$ cat src/adcseq_defs.svh
// constants for the dual converter serial result sequencer
`ifndef ADCSEQ_DEFS_SVH
`define ADCSEQ_DEFS_SVH

// result word width
`define ADCSEQ_RES_BITS 12
// falling edges per conversion
`define ADCSEQ_CONV_EDGES 6'h20
// falling edge on which both inputs are held
`define ADCSEQ_SAMPLE_EDGE 6'h04
// channel A result window
`define ADCSEQ_A_FIRST 6'h05
`define ADCSEQ_A_LAST 6'h10
// channel B result window
`define ADCSEQ_B_FIRST 6'h15
`define ADCSEQ_B_LAST 6'h20
// result buffer depth
`define ADCSEQ_FIFO_DEPTH 8
// reset value of the edge counter
`define ADCSEQ_CNT_RESET 6'h00

`endif

$ cat src/adcseq_pkg.sv
// types used by the sequencer; its result buffer takes the pair as plain bits
`include "adcseq_defs.svh"

package adcseq_pkg;

    // one simultaneous sample: channel A and channel B, two's complement
    typedef struct packed {
        logic [`ADCSEQ_RES_BITS-1:0] chan_a;
        logic [`ADCSEQ_RES_BITS-1:0] chan_b;
    } adcseq_pair_type;

    // frame state of the serial sequencer
    typedef enum logic [0:0] {
        ADCSEQ_IDLE = 1'b0,
        ADCSEQ_ACTIVE = 1'b1
    } adcseq_state_type;

endpackage

$ cat src/adcseq_top.sv
// serial sequencer: frame select and serial clock to result stream
`timescale 1ns/1ps
`include "adcseq_defs.svh"

module adcseq_top
    import adcseq_pkg::*;
#(
    parameter int FIFO_DEPTH = `ADCSEQ_FIFO_DEPTH
) (
    // system clock and reset
    input wire logic sys_clk,
    input wire logic reset_n,
    // serial link from the master, sampled on sys_clk
    input wire logic frame_sel_n,
    input wire logic sclk,
    // serial result line, tri-state as output plus enable
    output logic dout,
    output logic dout_oe,
    // successive_approximation_core results and hold strobe
    input wire logic [`ADCSEQ_RES_BITS-1:0] chan_a_differential_input,
    input wire logic [`ADCSEQ_RES_BITS-1:0] chan_b_differential_input,
    output logic sample_hold
);
    // refuse buffer depths the frame timing cannot serve
    if (FIFO_DEPTH < 2) begin : g_bad_depth
        $error("adcseq_top: FIFO_DEPTH must be at least 2");
    end

    // the edge windows must each carry one full result word
    if ((`ADCSEQ_A_LAST - `ADCSEQ_A_FIRST + 6'h01) != 6'(`ADCSEQ_RES_BITS)) begin : g_bad_win_a
        $error("adcseq_top: channel A window does not match the result width");
    end
    if ((`ADCSEQ_B_LAST - `ADCSEQ_B_FIRST + 6'h01) != 6'(`ADCSEQ_RES_BITS)) begin : g_bad_win_b
        $error("adcseq_top: channel B window does not match the result width");
    end

    // channel B must end the conversion, so the wrap follows its last bit
    if (`ADCSEQ_B_LAST != `ADCSEQ_CONV_EDGES) begin : g_bad_frame
        $error("adcseq_top: channel B window must end on the last edge");
    end

    // the word is loaded between the hold edge and the first result edge
    if (`ADCSEQ_SAMPLE_EDGE >= `ADCSEQ_A_FIRST) begin : g_bad_hold
        $error("adcseq_top: hold edge must come before the first result edge");
    end

    // width of one stored pair
    localparam int PAIR_W = $bits(adcseq_pair_type);

    // registered state
    adcseq_state_type state_q, state_d; // frame state
    logic cs_prev_q, cs_prev_d; // frame select one cycle ago
    logic sclk_prev_q, sclk_prev_d; // serial clock one cycle ago
    logic [5:0] cnt_q, cnt_d; // falling edges seen in this conversion
    logic [PAIR_W-1:0] word_q, word_d; // shift register, A then B
    logic loaded_q, loaded_d; // word holds this conversion's results
    logic dout_q, dout_d; // serial data flop
    logic oe_q, oe_d; // output enable flop
    logic hold_q, hold_d; // sample strobe flop

    // combinational helpers
    logic frame_start; // frame select just fell
    logic fall_evt; // one falling serial clock edge counted
    logic [5:0] edge_n; // index of the edge being handled
    logic data_edge; // edge carries a result bit
    adcseq_pair_type pair_in; // sampled pair
    logic fifo_in_valid; // push request
    logic fifo_in_ready; // buffer has room
    logic fifo_out_valid; // buffer holds a pair
    logic fifo_out_ready; // serializer takes a pair
    logic [PAIR_W-1:0] fifo_out_data; // pair leaving the buffer

    // frame starts when select is seen low after being high
    assign frame_start = cs_prev_q && !frame_sel_n;

    // edge detector next values: remember both link levels every cycle
    always_comb begin
        cs_prev_d = frame_sel_n;
        sclk_prev_d = sclk;
    end

    // edge detector registers; select resets high so a held-low select starts a frame
    always_ff @(posedge sys_clk or negedge reset_n) begin
        if (!reset_n) begin
            cs_prev_q <= 1'b1;
            sclk_prev_q <= 1'b0;
        end else begin
            cs_prev_q <= cs_prev_d;
            sclk_prev_q <= sclk_prev_d;
        end
    end

    // edge detection; a frame select fall with serial clock low is edge one
    always_comb begin
        fall_evt = 1'b0;
        edge_n = cnt_q + 6'h01;
        // edges count only while the link is selected
        if (!frame_sel_n) begin
            if (frame_start) begin
                fall_evt = !sclk;
                edge_n = 6'h01;
            end else if (state_q == ADCSEQ_ACTIVE) begin
                fall_evt = sclk_prev_q && !sclk;
            end
        end
    end

    // result bits sit on edges 5-16 and 21-32, zeros elsewhere
    assign data_edge = ((edge_n >= `ADCSEQ_A_FIRST) && (edge_n <= `ADCSEQ_A_LAST)) ||
                       ((edge_n >= `ADCSEQ_B_FIRST) && (edge_n <= `ADCSEQ_B_LAST));

    // both channels are captured together on the fourth edge
    assign pair_in.chan_a = chan_a_differential_input;
    assign pair_in.chan_b = chan_b_differential_input;
    assign fifo_in_valid = fall_evt && (edge_n == `ADCSEQ_SAMPLE_EDGE);

    // serializer drains only once the hold has happened and the slot is free
    // the pop lands the cycle after edge four, so edge five must come two cycles later
    assign fifo_out_ready = (state_q == ADCSEQ_ACTIVE) && !frame_sel_n && !loaded_q &&
                            (cnt_q >= `ADCSEQ_SAMPLE_EDGE);

    // buffer between the converter and the serializer
    adcseq_fifo #(
        .WIDTH(PAIR_W),
        .DEPTH(FIFO_DEPTH)
    ) u_fifo (
        .clk(sys_clk),
        .reset_n(reset_n),
        .flush(frame_sel_n),
        .in_valid(fifo_in_valid),
        .in_ready(fifo_in_ready),
        .in_data(pair_in),
        .out_valid(fifo_out_valid),
        .out_ready(fifo_out_ready),
        .out_data(fifo_out_data)
    );

    // one conversion, counted in falling serial clock edges:
    //   1-4   acquisition, line low; the pair is pushed on edge four
    //   5-16  channel A, most significant bit first
    //   17-20 four zero bits between the two results
    //   21-32 channel B, most significant bit first
    //   after 32 the count wraps and the next conversion follows at once
    // sequencer next values
    always_comb begin
        // hold everything by default; the hold strobe is a one-cycle pulse
        state_d = state_q;
        cnt_d = cnt_q;
        word_d = word_q;
        loaded_d = loaded_q;
        dout_d = dout_q;
        oe_d = oe_q;
        hold_d = 1'b0;
        // select high wins over every other event
        if (frame_sel_n) begin
            // frame ended or aborted: float the line, drop the conversion
            state_d = ADCSEQ_IDLE;
            oe_d = 1'b0;
            dout_d = 1'b0;
            cnt_d = `ADCSEQ_CNT_RESET;
            loaded_d = 1'b0;
        end else begin
            if (frame_start) begin
                // new frame: drive the line, acquisition begins
                state_d = ADCSEQ_ACTIVE;
                oe_d = 1'b1;
                dout_d = 1'b0;
                cnt_d = `ADCSEQ_CNT_RESET;
                loaded_d = 1'b0;
            end
            if (fall_evt) begin
                // wrap after the last edge so the next conversion follows
                if (edge_n == `ADCSEQ_CONV_EDGES) begin
                    cnt_d = `ADCSEQ_CNT_RESET;
                    loaded_d = 1'b0;
                end else begin
                    cnt_d = edge_n;
                end
                // hold strobe to the converter core
                if (edge_n == `ADCSEQ_SAMPLE_EDGE) begin
                    hold_d = fifo_in_ready;
                end
                // shift MSB first, zeros outside the result windows
                if (data_edge && loaded_q) begin
                    dout_d = word_q[PAIR_W-1];
                    word_d = {word_q[PAIR_W-2:0], 1'b0};
                end else begin
                    dout_d = 1'b0;
                end
            end
            // load this conversion's pair before the fifth edge
            if (fifo_out_valid && fifo_out_ready) begin
                word_d = fifo_out_data;
                loaded_d = 1'b1;
            end
        end
    end

    // sequencer registers
    always_ff @(posedge sys_clk or negedge reset_n) begin
        if (!reset_n) begin
            // reset: line floated, counter cleared, nothing loaded
            state_q <= ADCSEQ_IDLE;
            cnt_q <= `ADCSEQ_CNT_RESET;
            word_q <= '0;
            loaded_q <= 1'b0;
            dout_q <= 1'b0;
            oe_q <= 1'b0;
            hold_q <= 1'b0;
        end else begin
            // normal operation: take the next values
            state_q <= state_d;
            cnt_q <= cnt_d;
            word_q <= word_d;
            loaded_q <= loaded_d;
            dout_q <= dout_d;
            oe_q <= oe_d;
            hold_q <= hold_d;
        end
    end

    // outputs straight from flops
    assign dout = dout_q;
    assign dout_oe = oe_q;
    assign sample_hold = hold_q;

endmodule // adcseq_top

$ cat src/adcseq_fifo.sv
// result buffer with valid and ready on both sides
`timescale 1ns/1ps

module adcseq_fifo #(
    parameter int WIDTH = 24,
    parameter int DEPTH = 8
) (
    // clock and reset
    input wire logic clk,
    input wire logic reset_n,
    input wire logic flush,
    // filling side
    input wire logic in_valid,
    output logic in_ready,
    input wire logic [WIDTH-1:0] in_data,
    // draining side
    output logic out_valid,
    input wire logic out_ready,
    output logic [WIDTH-1:0] out_data
);
    localparam int AW = (DEPTH > 1) ? $clog2(DEPTH) : 1;

    // refuse shapes the pointer logic cannot serve
    if (DEPTH < 2 || (DEPTH & (DEPTH - 1)) != 0 || WIDTH < 1) begin : g_bad_shape
        $error("adcseq_fifo: DEPTH must be a power of two of at least 2");
    end

    logic [WIDTH-1:0] mem [DEPTH]; // storage
    logic [AW-1:0] wr_ptr_q, wr_ptr_d; // write pointer
    logic [AW-1:0] rd_ptr_q, rd_ptr_d; // read pointer
    logic [AW:0] cnt_q, cnt_d; // fill level
    logic push, pop; // handshakes

    assign in_ready = (cnt_q != (AW+1)'(DEPTH));
    assign out_valid = (cnt_q != '0);
    assign out_data = mem[rd_ptr_q];
    assign push = in_valid && in_ready;
    assign pop = out_valid && out_ready;

    // pointer and level next values; flush empties the buffer
    always_comb begin
        wr_ptr_d = wr_ptr_q + AW'(push);
        rd_ptr_d = rd_ptr_q + AW'(pop);
        cnt_d = cnt_q + (AW+1)'(push) - (AW+1)'(pop);
        if (flush) begin
            wr_ptr_d = '0;
            rd_ptr_d = '0;
            cnt_d = '0;
        end
    end

    // pointer and level registers
    always_ff @(posedge clk or negedge reset_n) begin
        if (!reset_n) begin
            wr_ptr_q <= '0;
            rd_ptr_q <= '0;
            cnt_q <= '0;
        end else begin
            wr_ptr_q <= wr_ptr_d;
            rd_ptr_q <= rd_ptr_d;
            cnt_q <= cnt_d;
        end
    end

    // storage write, no reset needed
    always_ff @(posedge clk) begin
        if (push && !flush) begin
            mem[wr_ptr_q] <= in_data;
        end
    end

endmodule // adcseq_fifo

$ cat config.mk
export PLATFORM = sky130hd
export DESIGN_NAME = adcseq_top
export DESIGN_NICKNAME = d
export VERILOG_FILES = /design/src/adcseq_pkg.sv /design/src/adcseq_top.sv /design/src/adcseq_fifo.sv
export VERILOG_INCLUDE_DIRS = /design/src
export SDC_FILE = /design/constraint.sdc
export NUM_CORES = 1
export LEC_CHECK = 0
export ABC_AREA = 1
export BUFFER_PORTS_ARGS = -buffer_cell sky130_fd_sc_hd__buf_2
export CAP_MARGIN = 15
export CORE_MARGIN = 2
export CORE_UTILIZATION = 55
export DETAILED_ROUTE_END_ITERATION = 8
export GPL_TIMING_DRIVEN = 0
export PLACE_DENSITY = 0.75
export SYNTH_ARGS = -nofsm -noshare
export SYNTH_HDL_FRONTEND = slang
export SYNTH_SLANG_ARGS = --single-unit
$ cat constraint.sdc
create_clock -name sys_clk -period 6.4 [get_ports sys_clk]
set_input_delay 0.96 -clock sys_clk [delete_from_list [all_inputs] [get_ports sys_clk]]
set_output_delay 0.96 -clock sys_clk [all_outputs]
set_load 0.02 [all_outputs]
# ---- After elaboration in Yosys (flattened, before gate mapping)
# Memory sizes are Yosys's and may differ from the RTL's.
# Cells that the tools add are included.
dict set report classes {
  n_eq_ne 3
  addsub 5
  n_reduce_logical 22
  bitwise 1
  order_cmp 5
  muxes 31
}
# operator n
set ops {}
lappend ops {{24-bit two-way mux} 3}
lappend ops {{6-bit two-way mux} 6}
lappend ops {{1-bit two-way mux} 19}
lappend ops {{6-bit by 3-bit greater-or-equal comparator with 1-bit output (second input constant)} 2}
lappend ops {{1-bit logical AND} 12}
lappend ops {{3-bit by 1-bit adder with 3-bit output} 2}
lappend ops {{6-bit by 1-bit adder with 6-bit output (second input constant)} 1}
lappend ops {{6-bit by 3-bit equality test with 1-bit output (second input constant)} 1}
lappend ops {{6-bit equality test (second input constant)} 1}
lappend ops {{6-bit by 5-bit greater-or-equal comparator with 1-bit output (second input constant)} 1}
lappend ops {{6-bit by 5-bit less-or-equal comparator with 1-bit output (second input constant)} 1}
lappend ops {{6-bit less-or-equal comparator (second input constant)} 1}
lappend ops {{3-bit two-way mux} 2}
lappend ops {{2-bit nonzero test} 3}
lappend ops {{4-bit by 1-bit adder with 4-bit output} 1}
lappend ops {{4-bit two-way mux} 1}
lappend ops {{4-bit != test (second input constant)} 1}
lappend ops {{4-bit nonzero test} 1}
lappend ops {{4-bit by 1-bit subtractor with 4-bit output} 1}
lappend ops {{1-bit logical NOT} 3}
lappend ops {{3-bit AND reduction} 1}
lappend ops {{3-bit nonzero test} 1}
lappend ops {{1-bit logical OR} 1}
lappend ops {{1-bit NOT} 1}
dict set report word_totals {
  word_cells 79
  mem_bits_rw 192
  mem_count 1
  in_bits 28
  ff_bits 46
}
# name depth word_bits read_ports rd_clocked_by_memory_dff wr line
set memory_table {}
lappend memory_table {u_fifo.mem 8 24 1 0 1 adcseq_fifo.sv:28} ;# logic [WIDTH-1:0] mem [DEPTH];

# ---- Logic depth before layout (Yosys ltp)
dict set report logic_depth {
  depth_word 11
  depth_mapped 15
  mapped_depth_nobuf 14
}

# ---- By module
# Synthesis repeated with hierarchy kept, for this count alone.
dict set report unflattened {
  hier_cells 1173
  hier_area_um2 10939.2
}
# mod cells_per_inst area_per_inst_um2 seq_area_each_um2 instances
set by_module_without_submodules {}
lappend by_module_without_submodules {adcseq_fifo 905 8988.6 6015.8 1}
lappend by_module_without_submodules {adcseq_top 268 1950.6 902.1 1}

# ---- Least setup slack after synthesis
# Ideal clock, no wire load.
dict set report synth_path {
  kind {input -> register}
  startpoint {input port frame_sel_n}
  endpoint {memory u_fifo.mem[2][0] (enable)}
  slack_ps 2496
  t_arrival_ps 3468
  path_buffers 1
  stages 8
  setup_time_ps 435
  path_cell_list {buf_6 -> inv_6 -> nand3_2 -> inv_1 -> nand3_1 -> nor3_2 -> nand3b_1 -> nor3_1}
}
dict set report synth_between {
  elab_chain_len 10
  word_cells_on_any_way 12
  cone_classes {1 x eq/ne; 6 x mux; 5 x reduce/logical}
}
# element line
set synth_rtl {}
lappend synth_rtl {{start: declaration} adcseq_top.sv:14} ;# input wire logic frame_sel_n,
lappend synth_rtl {{1-bit logical NOT} {adcseq_top.sv:74, adcseq_fifo.sv:67}}
lappend synth_rtl {{1-bit logical AND} adcseq_top.sv:74} ;# assign frame_start = cs_prev_q && !frame_sel_n;
lappend synth_rtl {{6-bit two-way mux} adcseq_top.sv:99} ;# if (frame_start) begin
lappend synth_rtl {{6-bit two-way mux} adcseq_top.sv:98} ;# if (!frame_sel_n) begin
lappend synth_rtl {{6-bit by 3-bit equality test with 1-bit output (no line)} --}
lappend synth_rtl {{1-bit logical AND} adcseq_top.sv:115} ;# assign fifo_in_valid = fall_evt && (edge_n == `ADCSEQ_SAMPLE_EDGE);
lappend synth_rtl {{1-bit logical AND} adcseq_fifo.sv:37} ;# assign push = in_valid && in_ready;
lappend synth_rtl {{1-bit logical AND *} adcseq_fifo.sv:67} ;# if (push && !flush) begin
lappend synth_rtl {{1-bit two-way mux *} adcseq_fifo.sv:67}
lappend synth_rtl {{1-bit two-way mux (not written as such) *} adcseq_fifo.sv:68} ;# mem[wr_ptr_q] <= in_data;
lappend synth_rtl {{end: declaration} adcseq_fifo.sv:28}
# Every way passes the cells marked *; elsewhere a longest branch is shown, timed or not.

# ---- Final worst setup path
dict set report layout_path {
  startpoint {register cnt_q[0]}
  endpoint {memory u_fifo.mem[5][15] (enable)}
}
dict set report layout_between {
  elab_chain_len 9
}
# element line
set layout_rtl {}
lappend layout_rtl {{start: declaration} adcseq_top.sv:54} ;# logic [5:0] cnt_q, cnt_d;
lappend layout_rtl {{start signal: assignment} adcseq_top.sv:204} ;# cnt_q <= `ADCSEQ_CNT_RESET;
lappend layout_rtl {{start signal: assignment} adcseq_top.sv:213} ;# cnt_q <= cnt_d;
lappend layout_rtl {{6-bit by 1-bit adder with 6-bit output *} adcseq_top.sv:96} ;# edge_n = cnt_q + 6'h01;
lappend layout_rtl {{6-bit two-way mux} adcseq_top.sv:99}
lappend layout_rtl {{6-bit two-way mux *} adcseq_top.sv:98}
lappend layout_rtl {{6-bit by 3-bit equality test with 1-bit output (no line) *} --}
lappend layout_rtl {{1-bit logical AND *} adcseq_top.sv:115}
lappend layout_rtl {{1-bit logical AND *} adcseq_fifo.sv:37}
lappend layout_rtl {{1-bit logical AND *} adcseq_fifo.sv:67}
lappend layout_rtl {{1-bit two-way mux *} adcseq_fifo.sv:67}
lappend layout_rtl {{1-bit two-way mux (not written as such) *} adcseq_fifo.sv:68}
# Marked as above.

==> metrics.yaml <==
setup_violations: 0
drtPass1Iterations: 6
htreeDepth: 1
antennaDiodeCount: 0
p_leak_nw: 4.31
synth_ff_type: "edfxtp_1"
crit_slowest_cell: "nor3_2"
worstSetupPathType: "reg2reg"
peakVddDrop_mv: 0.246
hpwl_um: 15700
first_iter_violations: 749
grt_overflow_total: 0
cp.buffers_inverters: 5
grt_pass1_vias: 6717
clock-sinks: 238
fillCellCount: 1327
routed_wl_um: 24200
ys_types: 35
worstMarginPinSlew_ps: 948
synth-seq-cells: 238
critPathMaxStageDelay_ps: 640
outcome: "complete, no violations"
clk_pin_slew_worst_paths_ps: 60
maxCapViolations: 0
final_layout_size_suffix_gt1_frac: 0.140
rows: 49
r2r-end: "u_fifo.mem[5][15]$_DFFE_PP_"
root_buffer: "clkbuf_16"
grt_first_pass_wirelength_um: 37300
start_util: 0.557
place_congestion: 0.870
syn_to_final_growth_pct: 14.5
min_period_over_period: 0.493
worstSetupStartpointType: "register"
postCtsHoldBufs: 0
drcViolationCount: 0
vias: 6973
synthArstFlopShare: 0.193
hold_viol: 0
crit_path_max_fanout: 10
syn_inst: 864
worstPathRequired_ps: 6630
grt_usage: 0.253
hold_slack_ps: 266
fin_ws_ps: 3240
reg2reg_slack_ps: 3240
dp_slack_ps: 2730
synth.yosys.seq_area_share: 0.696
mostFrequentLayoutCell: "edfxtp_1"
layout_common_cells: "edfxtp_1, nor2_1, o21ai_0, nand2_1, nand3_1"
syn_area_per_cell_um2: 11.5
drtAntennaViolNets: 0
end_kind: "register"
synth_nets: 905
routedWlPerCell_um: 20.4
ios: 31
synth-edff-count: 192
grt_max_degree: 47
die-area_mm2: 0.0192
fp.dieW_um: 138
setup_tns_ps: 0
worstPathArrival_ps: 3380
slew_headroom: 0.364
cp_top_family: "simple AND/OR/NAND/NOR gates"
finalMaxSlewViolations: 0
finClkSkew_ps: 11.1
finalCriticalPeriod_ps: 3160
clk_latency_ps: 530
cts_resized: 0
cts_tree: "built"
r2r_start: "cnt_q[0]$_DFFE_PN0P_"
r2r_cells: 11
path_common_cell: "inv_1"
rsz0062_at_grt: "no"
synth_warnings: 0
core_area_mm2: 0.0178
hp-class: "in2async"
viasPerCell: 5.88
p_total_mw: 3.04
antenna_found_initial: 0
cts_buffer_depth: 3
p_per_area_mw_per_mm2: 267
clock.fmax_ghz: 0.317
cts_made_buffers: 25
post-cts-setup-buffers: 0
syn_area_mm2: 0.00994
nNetsFinal: 981
crit_chain: "inv_1 > ha_1 > inv_1 > nand3_4 > inv_1 > nand2_1 > nor3_2 > nand3_1 > nor3_2 > buf_6 > buf_6"
port_buffers: 30
die_h_um: 138
[worst max-delay path by stage]
| stage | start | cells past startpoint | slack [ps] | end |
|---|---|---|---|---|
| after CTS | cnt_q[0]$_DFFE_PN0P_ | 11 | 3220 | u_fifo.mem[4][20]$_DFFE_PP_ |
| final | cnt_q[0]$_DFFE_PN0P_ | 11 | 3240 | u_fifo.mem[5][15]$_DFFE_PP_ |
| after detailed placement | frame_sel_n | 11 | 2730 | u_fifo.mem[4][15]$_DFFE_PP_ |
| after floorplan | frame_sel_n | 8 | 2500 | u_fifo.mem[2][0]$_DFFE_PP_ |
| after global routing | cnt_q[0]$_DFFE_PN0P_ | 11 | 2990 | u_fifo.mem[4][23]$_DFFE_PP_ |
| after global placement | frame_sel_n | 9 | 380 | u_fifo.mem[5][6]$_DFFE_PP_ |
[stage by stage]
stage                util  cell area, um^2  instances
floorplan               -             9940        864
global placement    0.582            10400       1123
detailed placement  0.595            10600       1141
CTS                 0.637            11400       1185
global route        0.638            11400       1186
finish              0.638            11400       1186
[area by class of cell]
| class | instances | area (um^2) | area share |
|---|---|---|---|
| clock inverters | 13 | 87.6 | 0.00770 |
| flip-flops and latches | 238 | 6920 | 0.608 |
| plain buffers | 49 | 240 | 0.0211 |
| clock buffers | 31 | 648 | 0.0570 |
| well taps | 229 | 287 | 0.0252 |
| inverters | 36 | 140 | 0.0123 |
| repair buffers | 49 | 377 | 0.0331 |
| multi-input cells | 541 | 2680 | 0.236 |
[cell usage after synthesis (5+ instances only)]
cell type / number / area [um^2]
a21oi_1: 5 / 25.0
o211ai_1: 28 / 210
o21ai_0: 136 / 681
nand2_1: 100 / 375
inv_1: 30 / 113
ha_1: 12 / 150
o21ai_1: 6 / 30.0
inv_2: 5 / 18.8
nand3_1: 51 / 255
nor3_1: 8 / 40.0
buf_2: 18 / 90.1
dfrtp_1: 45 / 1130
nor2_1: 167 / 627
edfxtp_1: 192 / 5770
clkbuf_1: 22 / 82.6
[layer usage]
| metal | global-route usage | vias to the layer above | part of all wire |
|---|---|---|---|
| met1 | 0.351 | 3339 | 0.40 |
| met4 | 0.103 | 0 | 0.042 |
| met5 | 0 | - | 0 |
| li1 | - | 3184 | - |
| met2 | 0.404 | 367 | 0.46 |
| met3 | 0.0447 | 83 | 0.099 |
[flip-flops by register name, indices dropped and copies added (netlist names)]
name             cells
dout                 1
sclk_prev_q          1
u_fifo.wr_ptr_q      3
u_fifo.cnt_q         4
cs_prev_q            1
word_q              24
sample_hold          1
cnt_q                6
u_fifo.mem         192
u_fifo.rd_ptr_q      3
dout_oe              1
loaded_q             1
[kinds of logic (layout without fill, tap and decap cells)]
logic type / Yosys count / in the layout / share of synthesized area
AND/OR/NAND/NOR: 345 / 345 / 0.147
flip-flops: 238 / 238 / 0.696
AO/OA/AOI/OAI: 181 / 181 / 0.0996
buffers and inverters: 85 / 178 / 0.0383
adder cells (fa/ha/maj): 13 / 13 / 0.0171
XOR/XNOR: 2 / 2 / 0.00176
[power by group]
group	total [mW]	internal [mW]	switching, mW
clock network	1.32	0.754	0.567
registers	1.68	1.68	0.00260
logic	0.0445	0.0118	0.0327
total	3.04	2.44	0.602
[worst register-to-register path, stage by stage (launching register included)]
cell and delay, ps:
dfrtp_1 500, inv_1 110, ha_1 300, inv_1 110, nand3_4 100, inv_1 60, nand2_1 80, nor3_2 230
nand3_1 240, nor3_2 640, buf_6 280, buf_6 210
Note: power is estimated with default switching activity, not from simulation.
